--- src/slpg_pkg.sv ---
// Purpose: shared constants and types for the status indicator generator
// Assumes: one 25 MHz clock, registers reached over APB
// Notes: times are kept in milliseconds, cycle counts derive from them
package slpg_pkg;

  // indicator modes that software may select per general output
  typedef enum logic [1:0] {
    SLPG_SOLUTION_AVAILABLE_MODE,
    SLPG_CARRIER_FIX_MODE,
    SLPG_CORRECTION_COUNT_MODE,
    SLPG_TRACKING_COUNT_MODE
  } slpg_mode_t;

  // receiver state delivered by internal status sources, same clock
  typedef struct packed {
    logic pvt_valid;      // a position solution is available
    logic rtk_float;      // carrier-phase solution, float
    logic rtk_fixed;      // carrier-phase solution, fixed
    logic rover;          // receiver runs as rover
    logic base_out;       // static base station emitting corrections
    logic diff_msg;       // pulse: correction message received
    logic [7:0] diff_count; // satellites in that message
    logic [7:0] track_count; // satellites in tracking
    logic card_present;   // storage card inserted
    logic card_mounted;   // storage card mounted
    logic log_activity;   // pulse: a logging write happened
  } slpg_rx_status_t;

  // register byte offsets
  localparam logic [7:0] SLPG_ADDR_CTRL = 8'h00;
  localparam logic [7:0] SLPG_ADDR_STATUS = 8'h04;
  localparam logic [7:0] SLPG_ADDR_COUNTS = 8'h08;

  // control field positions and values after reset
  localparam int SLPG_CTRL_MODE_A_LSB = 0;
  localparam int SLPG_CTRL_MODE_B_LSB = 2;
  localparam slpg_mode_t SLPG_MODE_A_RESET = SLPG_SOLUTION_AVAILABLE_MODE;
  localparam slpg_mode_t SLPG_MODE_B_RESET = SLPG_CARRIER_FIX_MODE;

  // clock and times
  localparam int SLPG_CLK_KHZ = 25000;
  localparam int SLPG_FAST_BLINKS_PER_S = 10;
  localparam int SLPG_BLINK_ON_MS = 150;
  localparam int SLPG_BLINK_OFF_MS = 250;
  localparam int SLPG_PAUSE_MS = 1000;
  localparam int SLPG_FLOAT_HALF_MS = 250;
  localparam int SLPG_LOG_PULSE_MS = 50;

  // derived cycle counts
  localparam int SLPG_FAST_HALF_CYC =
    (SLPG_CLK_KHZ * 1000) / (2 * SLPG_FAST_BLINKS_PER_S);
  localparam int SLPG_BLINK_ON_CYC = SLPG_BLINK_ON_MS * SLPG_CLK_KHZ;
  localparam int SLPG_BLINK_OFF_CYC = SLPG_BLINK_OFF_MS * SLPG_CLK_KHZ;
  localparam int SLPG_PAUSE_CYC = SLPG_PAUSE_MS * SLPG_CLK_KHZ;
  localparam int SLPG_FLOAT_HALF_CYC = SLPG_FLOAT_HALF_MS * SLPG_CLK_KHZ;
  localparam int SLPG_LOG_PULSE_CYC = SLPG_LOG_PULSE_MS * SLPG_CLK_KHZ;

  // largest burst length
  localparam logic [2:0] SLPG_MAX_BLINKS = 3'h5;

endpackage

--- src/slpg_burst.sv ---
// Purpose: counted blink bursts, or fast continuous blink for zero
// Assumes: blinks input already mapped to 0..5
// Notes: burst length is latched only when a new burst starts
`timescale 1ns/1ps
module slpg_burst
#(
  parameter int unsigned ON_CYC = 16,
  parameter int unsigned OFF_CYC = 16,
  parameter int unsigned PAUSE_CYC = 64,
  parameter int unsigned FAST_CYC = 8
)
(
  input wire logic pclk,
  input wire logic presetn,
  input wire logic [2:0] blinks,
  output logic led
);
  import slpg_pkg::*;

  // burst phases
  typedef enum logic [1:0] {BL_ON, BL_GAP, BL_PAUSE} slpg_bl_t;

  slpg_bl_t state_q, state_d;
  logic [31:0] timer_q, timer_d; // cycles left in phase
  logic [2:0] n_q, n_d;          // blinks in current burst
  logic [2:0] done_q, done_d;    // blinks finished so far
  wire timer_end = (timer_q == 32'h0);
  wire [2:0] done_inc = done_q + 3'h1;
  // a fresh burst starts after the pause, or after each fast period
  wire load = timer_end && ((state_q == BL_PAUSE) ||
              (state_q == BL_GAP && n_q == 3'h0));
  wire [31:0] first_on = (blinks == 3'h0) ? FAST_CYC - 1 : ON_CYC - 1;

  // phase sequencing
  always_comb
  begin
    state_d = state_q;
    timer_d = timer_end ? timer_q : timer_q - 32'h1;
    n_d = n_q;
    done_d = done_q;
    if (load)
    begin
      n_d = blinks;
      done_d = 3'h0;
      state_d = BL_ON;
      timer_d = first_on;
    end
    else if (timer_end)
    begin
      case (state_q)
        BL_ON:
        begin
          done_d = done_inc;
          if (n_q == 3'h0)
          begin
            state_d = BL_GAP;
            timer_d = FAST_CYC - 1;
          end
          else if (done_inc == n_q)
          begin
            state_d = BL_PAUSE;
            timer_d = PAUSE_CYC - 1;
          end
          else
          begin
            state_d = BL_GAP;
            timer_d = OFF_CYC - 1;
          end
        end
        BL_GAP:
        begin
          state_d = BL_ON;
          timer_d = ON_CYC - 1;
        end
        default:
        begin
          state_d = BL_PAUSE;
        end
      endcase
    end
  end

  // phase registers; reset lands in an expired pause so a burst loads
  always_ff @(posedge pclk or negedge presetn)
  begin
    if (!presetn)
    begin
      state_q <= BL_PAUSE;
      timer_q <= 32'h0;
      n_q <= 3'h0;
      done_q <= 3'h0;
    end
    else
    begin
      state_q <= state_d;
      timer_q <= timer_d;
      n_q <= n_d;
      done_q <= done_d;
    end
  end

  assign led = (state_q == BL_ON);
endmodule

--- src/slpg_status_led.sv ---
// Purpose: drives two general indicators and the logging indicator
// Assumes: receiver status is synchronous to pclk, APB slave, no waits
// Notes: all indicator outputs are registered and active high
//
// Operation
// - indicator outputs are active high
// - two general outputs, mode set by command
// - output a defaults to solution-available mode
// - output b defaults to carrier-fix mode
// - solution mode: high while solution available
// - carrier mode: off, float blinks, fixed solid
// - correction mode: rover shows corrected satellites
// - correction mode: low before first message
// - zero count blinks ten times per second
// - nonzero count: one to five blinks, pause
// - tracking mode uses same burst mapping
// - tracking mode: solid while base outputs corrections
// - logging output low without mounted card
// - logging high when mounted, low pulses on activity
`timescale 1ns/1ps
module slpg_status_led
#(
  parameter int unsigned FAST_HALF_CYC = slpg_pkg::SLPG_FAST_HALF_CYC,
  parameter int unsigned BLINK_ON_CYC = slpg_pkg::SLPG_BLINK_ON_CYC,
  parameter int unsigned BLINK_OFF_CYC = slpg_pkg::SLPG_BLINK_OFF_CYC,
  parameter int unsigned PAUSE_CYC = slpg_pkg::SLPG_PAUSE_CYC,
  parameter int unsigned FLOAT_HALF_CYC = slpg_pkg::SLPG_FLOAT_HALF_CYC,
  parameter int unsigned LOG_PULSE_CYC = slpg_pkg::SLPG_LOG_PULSE_CYC
)
(
  input wire logic pclk,
  input wire logic presetn,
  input wire logic psel,
  input wire logic penable,
  input wire logic pwrite,
  input wire logic [7:0] paddr,
  input wire logic [31:0] pwdata,
  output logic [31:0] prdata,
  output logic pready,
  output logic pslverr,
  input wire slpg_pkg::slpg_rx_status_t rx_status,
  output logic general_indicator_a,
  output logic general_indicator_b,
  output logic logging_indicator
);
  import slpg_pkg::*;

  // apb state
  logic pready_q;            // access phase acknowledge
  logic pslverr_q;           // unmapped address flag
  logic [31:0] prdata_q;     // read data for the access phase

  // control and captured status
  slpg_mode_t mode_q [2];    // per general output
  logic diff_seen_q;         // a correction message has arrived
  logic [7:0] diff_count_q;  // satellites in the last message
  logic [31:0] float_tmr_q;  // float blink half period timer
  logic float_led_q;         // float blink phase
  logic [31:0] log_tmr_q;    // logging low pulse timer
  logic [1:0] ind_q;         // registered general outputs
  logic log_q;               // registered logging output
  logic ctrl_written_q;      // helper: control ever written

  // address decode; the setup cycle prepares the answer
  wire setup = psel && !penable;
  wire hit_ctrl = (paddr == SLPG_ADDR_CTRL);
  wire hit_status = (paddr == SLPG_ADDR_STATUS);
  wire hit_counts = (paddr == SLPG_ADDR_COUNTS);
  wire mapped = hit_ctrl || hit_status || hit_counts;
  // write commits only at the edge where pready is seen high
  wire wr_ctrl = psel && penable && pready_q && pwrite && hit_ctrl;

  // read views
  // status packs both lamps, the logging lamp, the card state and the
  // correction flag; the counts word shows the last message beside the
  // live tracking count, so software sees what the lamps encode
  wire [31:0] rd_ctrl = {28'h0, mode_q[1], mode_q[0]};
  wire card_ok = rx_status.card_present && rx_status.card_mounted;
  wire [31:0] rd_status = {26'h0, diff_seen_q, card_ok, log_q,
                           1'b0, ind_q};
  wire [31:0] rd_counts = {16'h0, rx_status.track_count, diff_count_q};
  wire [31:0] rd_mux = hit_ctrl ? rd_ctrl :
                       hit_status ? rd_status :
                       hit_counts ? rd_counts : 32'h0;

  // apb answer: one access cycle, no wait states
  // pready follows the setup cycle alone, which keeps the answer time
  // fixed; the cost is that read data is captured one cycle early
  always_ff @(posedge pclk or negedge presetn)
  begin
    if (!presetn)
    begin
      pready_q <= 1'b0;
      pslverr_q <= 1'b0;
      prdata_q <= 32'h0;
    end
    else
    begin
      pready_q <= setup;
      pslverr_q <= setup && !mapped;
      prdata_q <= (setup && !pwrite) ? rd_mux : 32'h0;
    end
  end

  // mode register, written by the indicator mode command
  always_ff @(posedge pclk or negedge presetn)
  begin
    if (!presetn)
    begin
      mode_q[0] <= SLPG_MODE_A_RESET;
      mode_q[1] <= SLPG_MODE_B_RESET;
      ctrl_written_q <= 1'b0;
    end
    else if (wr_ctrl)
    begin
      // bits above the two mode fields are dropped, not stored
      // indicator mode command
      mode_q[0] <= slpg_mode_t'(pwdata[SLPG_CTRL_MODE_A_LSB +: 2]);
      mode_q[1] <= slpg_mode_t'(pwdata[SLPG_CTRL_MODE_B_LSB +: 2]);
      ctrl_written_q <= 1'b1;
    end
  end

  // correction message capture; the flag is never cleared by software
  // limitation: a stale count stays on show until the next message
  always_ff @(posedge pclk or negedge presetn)
  begin
    if (!presetn)
    begin
      diff_seen_q <= 1'b0;
      diff_count_q <= 8'h0;
    end
    else if (rx_status.diff_msg)
    begin
      diff_seen_q <= 1'b1;
      diff_count_q <= rx_status.diff_count;
    end
  end

  // float blink: free running, so both outputs blink in step
  // the phase is not restarted when a float solution first appears
  wire float_end = (float_tmr_q == 32'h0);
  always_ff @(posedge pclk or negedge presetn)
  begin
    if (!presetn)
    begin
      float_tmr_q <= 32'h0;
      float_led_q <= 1'b0;
    end
    else
    begin
      float_tmr_q <= float_end ? FLOAT_HALF_CYC - 1 : float_tmr_q - 32'h1;
      float_led_q <= float_end ? !float_led_q : float_led_q;
    end
  end

  // per output: mode select, count mapping, burst generator
  // each output owns its generator, so two count modes keep own phase
  for (genvar ch = 0; ch < 2; ch++)
  begin : g_ind
    wire track = (mode_q[ch] == SLPG_TRACKING_COUNT_MODE);
    wire [7:0] cnt = track ? rx_status.track_count : diff_count_q;
    wire [8:0] cnt_up = {1'b0, cnt} + 9'h1;
    // pairs of counts per blink, capped at five
    wire [2:0] nb = (cnt >= 8'h9) ? SLPG_MAX_BLINKS : cnt_up[3:1];
    wire burst_led;
    logic led_d;

    slpg_burst #(
      .ON_CYC(BLINK_ON_CYC),
      .OFF_CYC(BLINK_OFF_CYC),
      .PAUSE_CYC(PAUSE_CYC),
      .FAST_CYC(FAST_HALF_CYC)
    ) u_burst (
      .pclk(pclk),
      .presetn(presetn),
      .blinks(nb),
      .led(burst_led)
    );

    // output choice by mode
    always_comb
    begin
      case (mode_q[ch])
        SLPG_SOLUTION_AVAILABLE_MODE: led_d = rx_status.pvt_valid;
        SLPG_CARRIER_FIX_MODE:
          led_d = rx_status.rtk_fixed ||
                  (rx_status.rtk_float && float_led_q);
        // dark until first message, rover only
        SLPG_CORRECTION_COUNT_MODE:
          led_d = rx_status.rover && diff_seen_q && burst_led;
        SLPG_TRACKING_COUNT_MODE:
          led_d = rx_status.base_out || burst_led;
        default: led_d = 1'b0;
      endcase
    end

    always_ff @(posedge pclk or negedge presetn)
    begin
      if (!presetn)
        ind_q[ch] <= 1'b0;
      else
        ind_q[ch] <= led_d;
    end
  end

  // logging pulse: retriggered by each activity so bursts stay visible
  // a steady activity level holds the lamp dark until it ends
  wire log_busy = (log_tmr_q != 32'h0);
  always_ff @(posedge pclk or negedge presetn)
  begin
    if (!presetn)
    begin
      log_tmr_q <= 32'h0;
      log_q <= 1'b0;
    end
    else
    begin
      log_tmr_q <= rx_status.log_activity ? LOG_PULSE_CYC :
                   log_busy ? log_tmr_q - 32'h1 : 32'h0;
      log_q <= card_ok && !rx_status.log_activity && !log_busy;
    end
  end

  // outputs straight from flip-flops
  // so the lamps never glitch while the mode decode settles
  assign prdata = prdata_q;
  assign pready = pready_q;
  assign pslverr = pslverr_q;
  assign general_indicator_a = ind_q[0];
  assign general_indicator_b = ind_q[1];
  assign logging_indicator = log_q;
endmodule

--- config.mk ---
export PLATFORM = sky130hd
export DESIGN_NAME = slpg_status_led
export DESIGN_NICKNAME = d
export VERILOG_FILES = /design/src/slpg_pkg.sv /design/src/slpg_burst.sv /design/src/slpg_status_led.sv
export SDC_FILE = /design/constraint.sdc
export NUM_CORES = 1
export LEC_CHECK = 0
export BUFFER_PORTS_ARGS = -buffer_cell sky130_fd_sc_hd__buf_2
export CAP_MARGIN = 20
export CORE_MARGIN = 1
export CORE_UTILIZATION = 33
export CTS_BUF_LIST = sky130_fd_sc_hd__clkbuf_4
export CTS_CLUSTER_DIAMETER = 200
export DETAILED_ROUTE_END_ITERATION = 10
export GPL_TIMING_DRIVEN = 1
export HOLD_SLACK_MARGIN = 0.06
export SYNTH_ARGS = -nofsm -noshare
export SYNTH_HDL_FRONTEND = slang
export SYNTH_SLANG_ARGS = --single-unit
--- constraint.sdc ---
create_clock -name pclk -period 4.2 [get_ports pclk]
set_clock_uncertainty 0.1 [all_clocks]
set_input_delay 0.21 -clock pclk [delete_from_list [all_inputs] [get_ports pclk]]
set_output_delay 0.21 -clock pclk [all_outputs]
set_load 0.05 [all_outputs]
Word level (Yosys, flattened, before mapping)
Cells that the tools add are included.
{"block": "word_totals", "ff_bits": 179, "input_bits": 70}
{"block": "op_classes", "add_sub_neg": 8, "magnitude_cmp": 2, "eq_ne": 14, "muxes": 43, "reduce_logical": 50}
{"cell": "32-bit 2-to-1 mux", "n": 11}
{"cell": "32-bit one-hot mux with 2 select lines", "n": 2}
{"cell": "32-bit by 1-bit subtractor with 32-bit output (second input constant)", "n": 4}
{"cell": "32-bit logical NOT", "n": 3}
{"cell": "16-bit 2-to-1 mux", "n": 4}
{"cell": "25-bit 2-to-1 mux", "n": 2}
{"cell": "22-bit 2-to-1 mux", "n": 2}
{"cell": "32-bit nonzero test", "n": 1}
{"cell": "3-bit 2-to-1 mux", "n": 8}
{"cell": "1-bit logical AND", "n": 18}
{"cell": "8-bit by 4-bit >= comparator with 1-bit output (second input constant)", "n": 2}
{"cell": "2-bit 2-to-1 mux", "n": 8}
{"cell": "8-bit 2-to-1 mux", "n": 2}
{"cell": "2-bit equality test (second input constant)", "n": 6}
{"cell": "3-bit logical NOT", "n": 4}
{"cell": "4-bit by 1-bit adder with 4-bit output (second input constant)", "n": 2}
{"cell": "2-bit by 1-bit equality test with 1-bit output (second input constant)", "n": 4}
{"cell": "8-bit by 3-bit equality test with 1-bit output (second input constant)", "n": 1}
{"cell": "8-bit by 4-bit equality test with 1-bit output (second input constant)", "n": 1}
{"cell": "2-bit logical NOT", "n": 4}
{"cell": "8-bit logical NOT", "n": 1}
{"cell": "1-bit one-hot mux with 4 select lines", "n": 2}
{"cell": "2-bit one-hot mux with 2 select lines", "n": 2}
{"cell": "2-bit nonzero test", "n": 4}
{"cell": "5 further kinds", "n": 19}

Logic depth before layout (Yosys ltp)
{"block": "logic_depth", "word_depth": 7, "ltp_mapped": 11, "depth_no_buf": 10}

Hierarchy
A second synthesis with hierarchy kept.
{"block": "unflattened", "cells_unflattened": 946, "area_unflattened_um2": 9499.1}
{"module": "slpg_status_led", "instances": 1, "cells_per_inst": 510, "area_per_inst_um2": 5162.5, "seq_area_each_um2": 2478.6}
{"module": "slpg_burst", "instances": 2, "cells_per_inst": 218, "area_per_inst_um2": 2168.3, "seq_area_each_um2": 1002.2}

Worst setup path before layout
OpenSTA, ideal clock, no wires.
{"block": "synth_path", "path_kind": "register -> register", "startpoint": "register mode_q[3] in the netlist's numbering", "endpoint": "register g_ind[0].u_burst.timer_q[19]", "arrival_time_ns": 2.875, "required_ns": 3.973, "setup_slack_ns": 1.098, "stages_incl_launch_ff": 12, "path_buffers": 1, "period_less_slack_ns": 3.102, "cell_sequence": "dfrtp_1 > clkbuf_1 > nand2_1 > mux2_2 > inv_1 > ha_1 > or3b_2 > a211oi_1 > a21oi_1 > a2111oi_0 > nor3_1 > nand2b_1"}
{"block": "synth_via", "elab_chain_len": 7, "word_cells_on_any_way": 8, "cone_classes": "add/sub: 1; order compare: 1; eq/ne: 1; mux: 4; reduce/logical: 1"}
{"element": "start: declaration", "line_no": "slpg_status_led.sv:54", "text": "slpg_mode_t mode_q [2];"}
{"element": "2-bit equality test *", "line_no": "slpg_status_led.sv:161", "text": "wire track = (mode_q[ch] == SLPG_TRACKING_COUNT_MODE);"}
{"element": "8-bit 2-to-1 mux *", "line_no": "slpg_status_led.sv:162", "text": "wire [7:0] cnt = track ? rx_status.track_count : diff_count_q;"}
{"element": "8-bit by 4-bit >= comparator with 1-bit output or 4-bit by 1-bit adder with 4-bit output (tied branches)", "line_no": "slpg_status_led.sv:165, slpg_status_led.sv:163"}
{"element": "3-bit 2-to-1 mux *", "line_no": "slpg_status_led.sv:165", "text": "wire [2:0] nb = (cnt >= 8'h9) ? SLPG_MAX_BLINKS : cnt_up[3:1];"}
{"element": "3-bit logical NOT *", "line_no": "slpg_burst.sv:32", "text": "wire [31:0] first_on = (blinks == 3'h0) ? FAST_CYC - 1 : ON_CYC - 1;"}
{"element": "22-bit 2-to-1 mux *", "line_no": "slpg_burst.sv:32"}
{"element": "32-bit 2-to-1 mux *", "line_no": "slpg_burst.sv:41", "text": "if (load)"}
{"element": "via g_ind[0].u_burst.timer_d[19]", "line_no": "slpg_burst.sv:24", "text": "logic [31:0] timer_q, timer_d;"}
{"element": "end signal: assignment", "line_no": "slpg_burst.sv:96", "text": "timer_q <= timer_d;"}
{"element": "end: declaration", "line_no": "slpg_burst.sv:24"}
Mark *: on every way through the listed nets, which the timed path passes. The rest lies on a longest branch.
A chain may end at the register's enable or synchronous reset.

Final worst setup path
{"block": "layout_path", "startpoint": "register g_ind[1].u_burst.timer_q[13]", "endpoint": "register g_ind[1].u_burst.timer_q[7]"}
{"block": "layout_via", "elab_chain_len": 5, "word_cells_on_any_way": 6, "cone_classes": "mux: 4; reduce/logical: 2"}
{"element": "start: declaration", "line_no": "slpg_burst.sv:24"}
{"element": "start signal: assignment", "line_no": "slpg_burst.sv:96"}
{"element": "32-bit logical NOT *", "line_no": "slpg_burst.sv:27", "text": "wire timer_end = (timer_q == 32'h0);"}
{"element": "32-bit 2-to-1 mux", "line_no": "slpg_burst.sv:38", "text": "timer_d = timer_end ? timer_q : timer_q - 32'h1;"}
{"element": "32-bit one-hot mux with 2 select lines", "line_no": "slpg_burst.sv:50", "text": "case (state_q)"}
{"element": "32-bit 2-to-1 mux", "line_no": "slpg_burst.sv:48", "text": "else if (timer_end)"}
{"element": "32-bit 2-to-1 mux *", "line_no": "slpg_burst.sv:41"}
{"element": "via g_ind[1].u_burst.timer_d[7]", "line_no": "slpg_burst.sv:24"}
Marked as above.

==> run summary <==
Final non-filler cell total = 1486
CP max-delay cell = or3_1
Leak = 4.66 nW
Fin crit share = 78.0%
Starting Density = 33.7%
Worst min path class = in -> async
RSZ-0062 raised after global routing = no
Switching share of power = 28.8%
Clock Latency Late Sink = 610 ps
Logic pwr share = 8.6%
Post-synth top flop = dfrtp_1
Sequential fraction of the synthesis area = 47.8%
Flop pwr share = 57.8%
FF+latch count, synth = 179
Detailed Routing Iterations Pass 1 = 5
Cell Pwr Density = 281 nW/um^2
Worst path max stage delay = 730 ps
IO Pins = 107
Sinks on Clock Net = 179
Vias/cell = 5.03
Syn-to-layout area delta = 16.5%
WHS = 159 ps
Max Fclk = 0.305 GHz
CTS max path bufs = 2
Area post-placement = 10100 sq um
CTS tree = yes
Run status = finished clean
Initial antenna violation count = 1
Largest net degree at the start of global routing = 110
Post-synth EDFFs = 0
Number of global-route vias before repair = 7133
Setup TNS = 0 ps
Top cells by area, synth = dfrtp_1 47%, nor2_1 4.6%, xnor2_1 4.5%
Post-synthesis instance total = 976
CTS Root Cell = clkbuf_4
TritonCTS buffer count = 17
Placeable Area = 27900 sq um
Tmin final = 3280 ps
First-pass GRT wire length = 35.7 mm
Slew Limit Fails = 0
Clock network power share = 33.7%
Total gr overflow = 0
Htree depth = 4
CP Max Fanout = 20
Crit path max-delay family = simple AND/OR/NAND/NOR gates
Uppermost layer routed = met4
Dominant cell type by area after synthesis = dfrtp_1
Die W = 171 microns
Share of cells above drive strength 1 = 13.4%
Crit path top cell by count = or4_4
Die ar. = 29100 sq um
Syn_area_per_cell = 9.61 sq um
Cell count after placement = 1396
Reg clk slew, reported paths = 190 ps
DRT iter0 DRCs = 476
Psw = 885 uW
Most common cell in the netlist = dfrtp_1
Startpoint Class = flop
Final hold viol count = 0
Max cap viols = 0
Synth top area share = 47.0%
Worst path arrival time = 3660 ps
Tot GR Track Use = 15.5%
WL/cell = 14.6 microns
Core Util, Final = 39.2%
Count of different cell masters after synthesis = 61
Mapped Area = 9380 sq um
Design Area, Final = 10900 sq um
DP Wirelength = 14.8 mm
PortBufs = 62
# DRC = 0
FP Rows = 61
Maximum VDD drop = 0.000163 V
Crit end category = flop
Final setup fails = 0
Post-synth ARST share = 100%
Final Wtd Congestion = 0.812
Critical Path, Cell by Cell = or4_4, or4_4, or3_1, or4_1, and3_1
P_int = 2.19 mW
WS Path Type = reg -> reg
Met1 wire length = 10.4 mm
Detail Route Antenna Nets = 0
Metal2 WL = 10.3 mm
Critical path buffers and inverters = 0
Commonest cells in the netlist = 176 x dfrtp_1, 116 x nor2_1, 83 x nand2_1
Final nets = 1179
Yosys warns = 0
Max_slew headroom = 37.0%
WP data required = 4580 ps
Met3 wire len = 641 microns
Final wirelength = 21.6 mm
Slew @ Worst Pin = 936 ps
Total vias in the final route = 7471
Die span in y = 171 microns
-- power by group through the flow --
stage	combinational, mW	clock [mW]	sequential (mW)
floorplan	0.146	0	1.80
global placement	0.224	0	1.80
detailed placement	0.225	0	1.81
CTS	0.265	1.09	1.77
global route	0.292	1.15	1.78
finish	0.263	1.03	1.77
-- repair_timing --
item / in CTS / in global routing
hold endpoints to repair: 151 / 0
buffers inserted: 0 / 0
hold buffers: 57 / 0
endpoints found under the setup margin: 0 / 0
resized for setup: 0 / 0
-- cell families after synthesis --
logic type | after synthesis | share of synthesized area [%]
AOI/OAI and AO/OA | 150 | 10.2
xor gates and xnor gates | 92 | 8.75
adders and majority gates | 15 | 2.00
buffers and inverters | 64 | 3.46
DFF | 179 | 47.8
muxes | 31 | 3.59
other | 1 | 0.0400
and+or+nand+nor | 444 | 24.2
-- layout by cell type (no fill, tap or decap), types with 7 or more instances in the layout --
cell type	n
nand3_1	29
nor2b_1	12
dlygate4sd3_1	57
and2_1	14
nand2_1	83
a21oi_1	38
mux2i_1	10
o21bai_1	7
ha_1	15
nand4_1	9
clkbuf_4	18
inv_1	18
o31ai_1	8
o21ai_0	41
or2_2	8
nor4_1	35
and3_1	8
dfrtp_1	176
a211oi_1	11
nor2_1	116
a21o_1	10
xnor2_1	48
xor2_1	43
or3_1	19
mux2_2	21
buf_4	11
nor3_1	56
or4_1	20
buf_2	61
nand2b_1	10
conb_1	16
-- area by class of cell --
type / count / area, sq um
Timing Repair Buffer: 130 / 972
Clock buffer: 18 / 135
Multi-Input combinational cell: 748 / 4630
Clock inverter: 14 / 163
Antenna cell: 1 / 2.50
Tap cell: 378 / 473
Fill cell: 2763 / 16900
Sequential cell: 179 / 4480
Inverter: 18 / 67.6
-- metal layers --
layer  up-vias  GRT usage, %
met5         -             0
met4         0          4.43
met3        18          2.89
met2       106          25.0
met1      3656          21.2
li1       3691             -
-- registers in the layout, summed over array words and instances, names as in the netlist --
register / count
g_ind.u_burst.n_q: 6
general_indicator_b: 1
diff_count_q: 8
log_tmr_q: 32
pslverr: 1
mode_q: 4
pready: 1
g_ind.u_burst.timer_q: 64
float_tmr_q: 32
general_indicator_a: 1
prdata: 16
logging_indicator: 1
g_ind.u_burst.done_q: 6
g_ind.u_burst.state_q: 4
float_led_q: 1
diff_seen_q: 1
-- through the flow --
step | setup WS [ps] | power, mW
after floorplan | 1100 | 1.95
after global routing | 728 | 3.22
after global placement | 958 | 2.03
after CTS | 912 | 3.12
final | 922 | 3.07
after detailed placement | 946 | 2.03
-- path summary, 6_finish.rpt --
check	depth (start not counted)	from	slack [ps]	endpoint
worst max-delay path	5	g_ind[1].u_burst.timer_q[13]	920	g_ind[1].u_burst.timer_q[7]
worst min-delay path	2	presetn	160	g_ind[0].u_burst.timer_q[26]
worst max register to register	5	g_ind[1].u_burst.timer_q[13]	920	g_ind[1].u_burst.timer_q[7]
worst min register to register	1	log_tmr_q[0]	370	log_tmr_q[0]
max in group asynchronous	3	presetn	2780	prdata[7]
min in group pclk	6	paddr[6]	270	prdata[3]
Note: power is estimated with default switching activity, not from simulation.
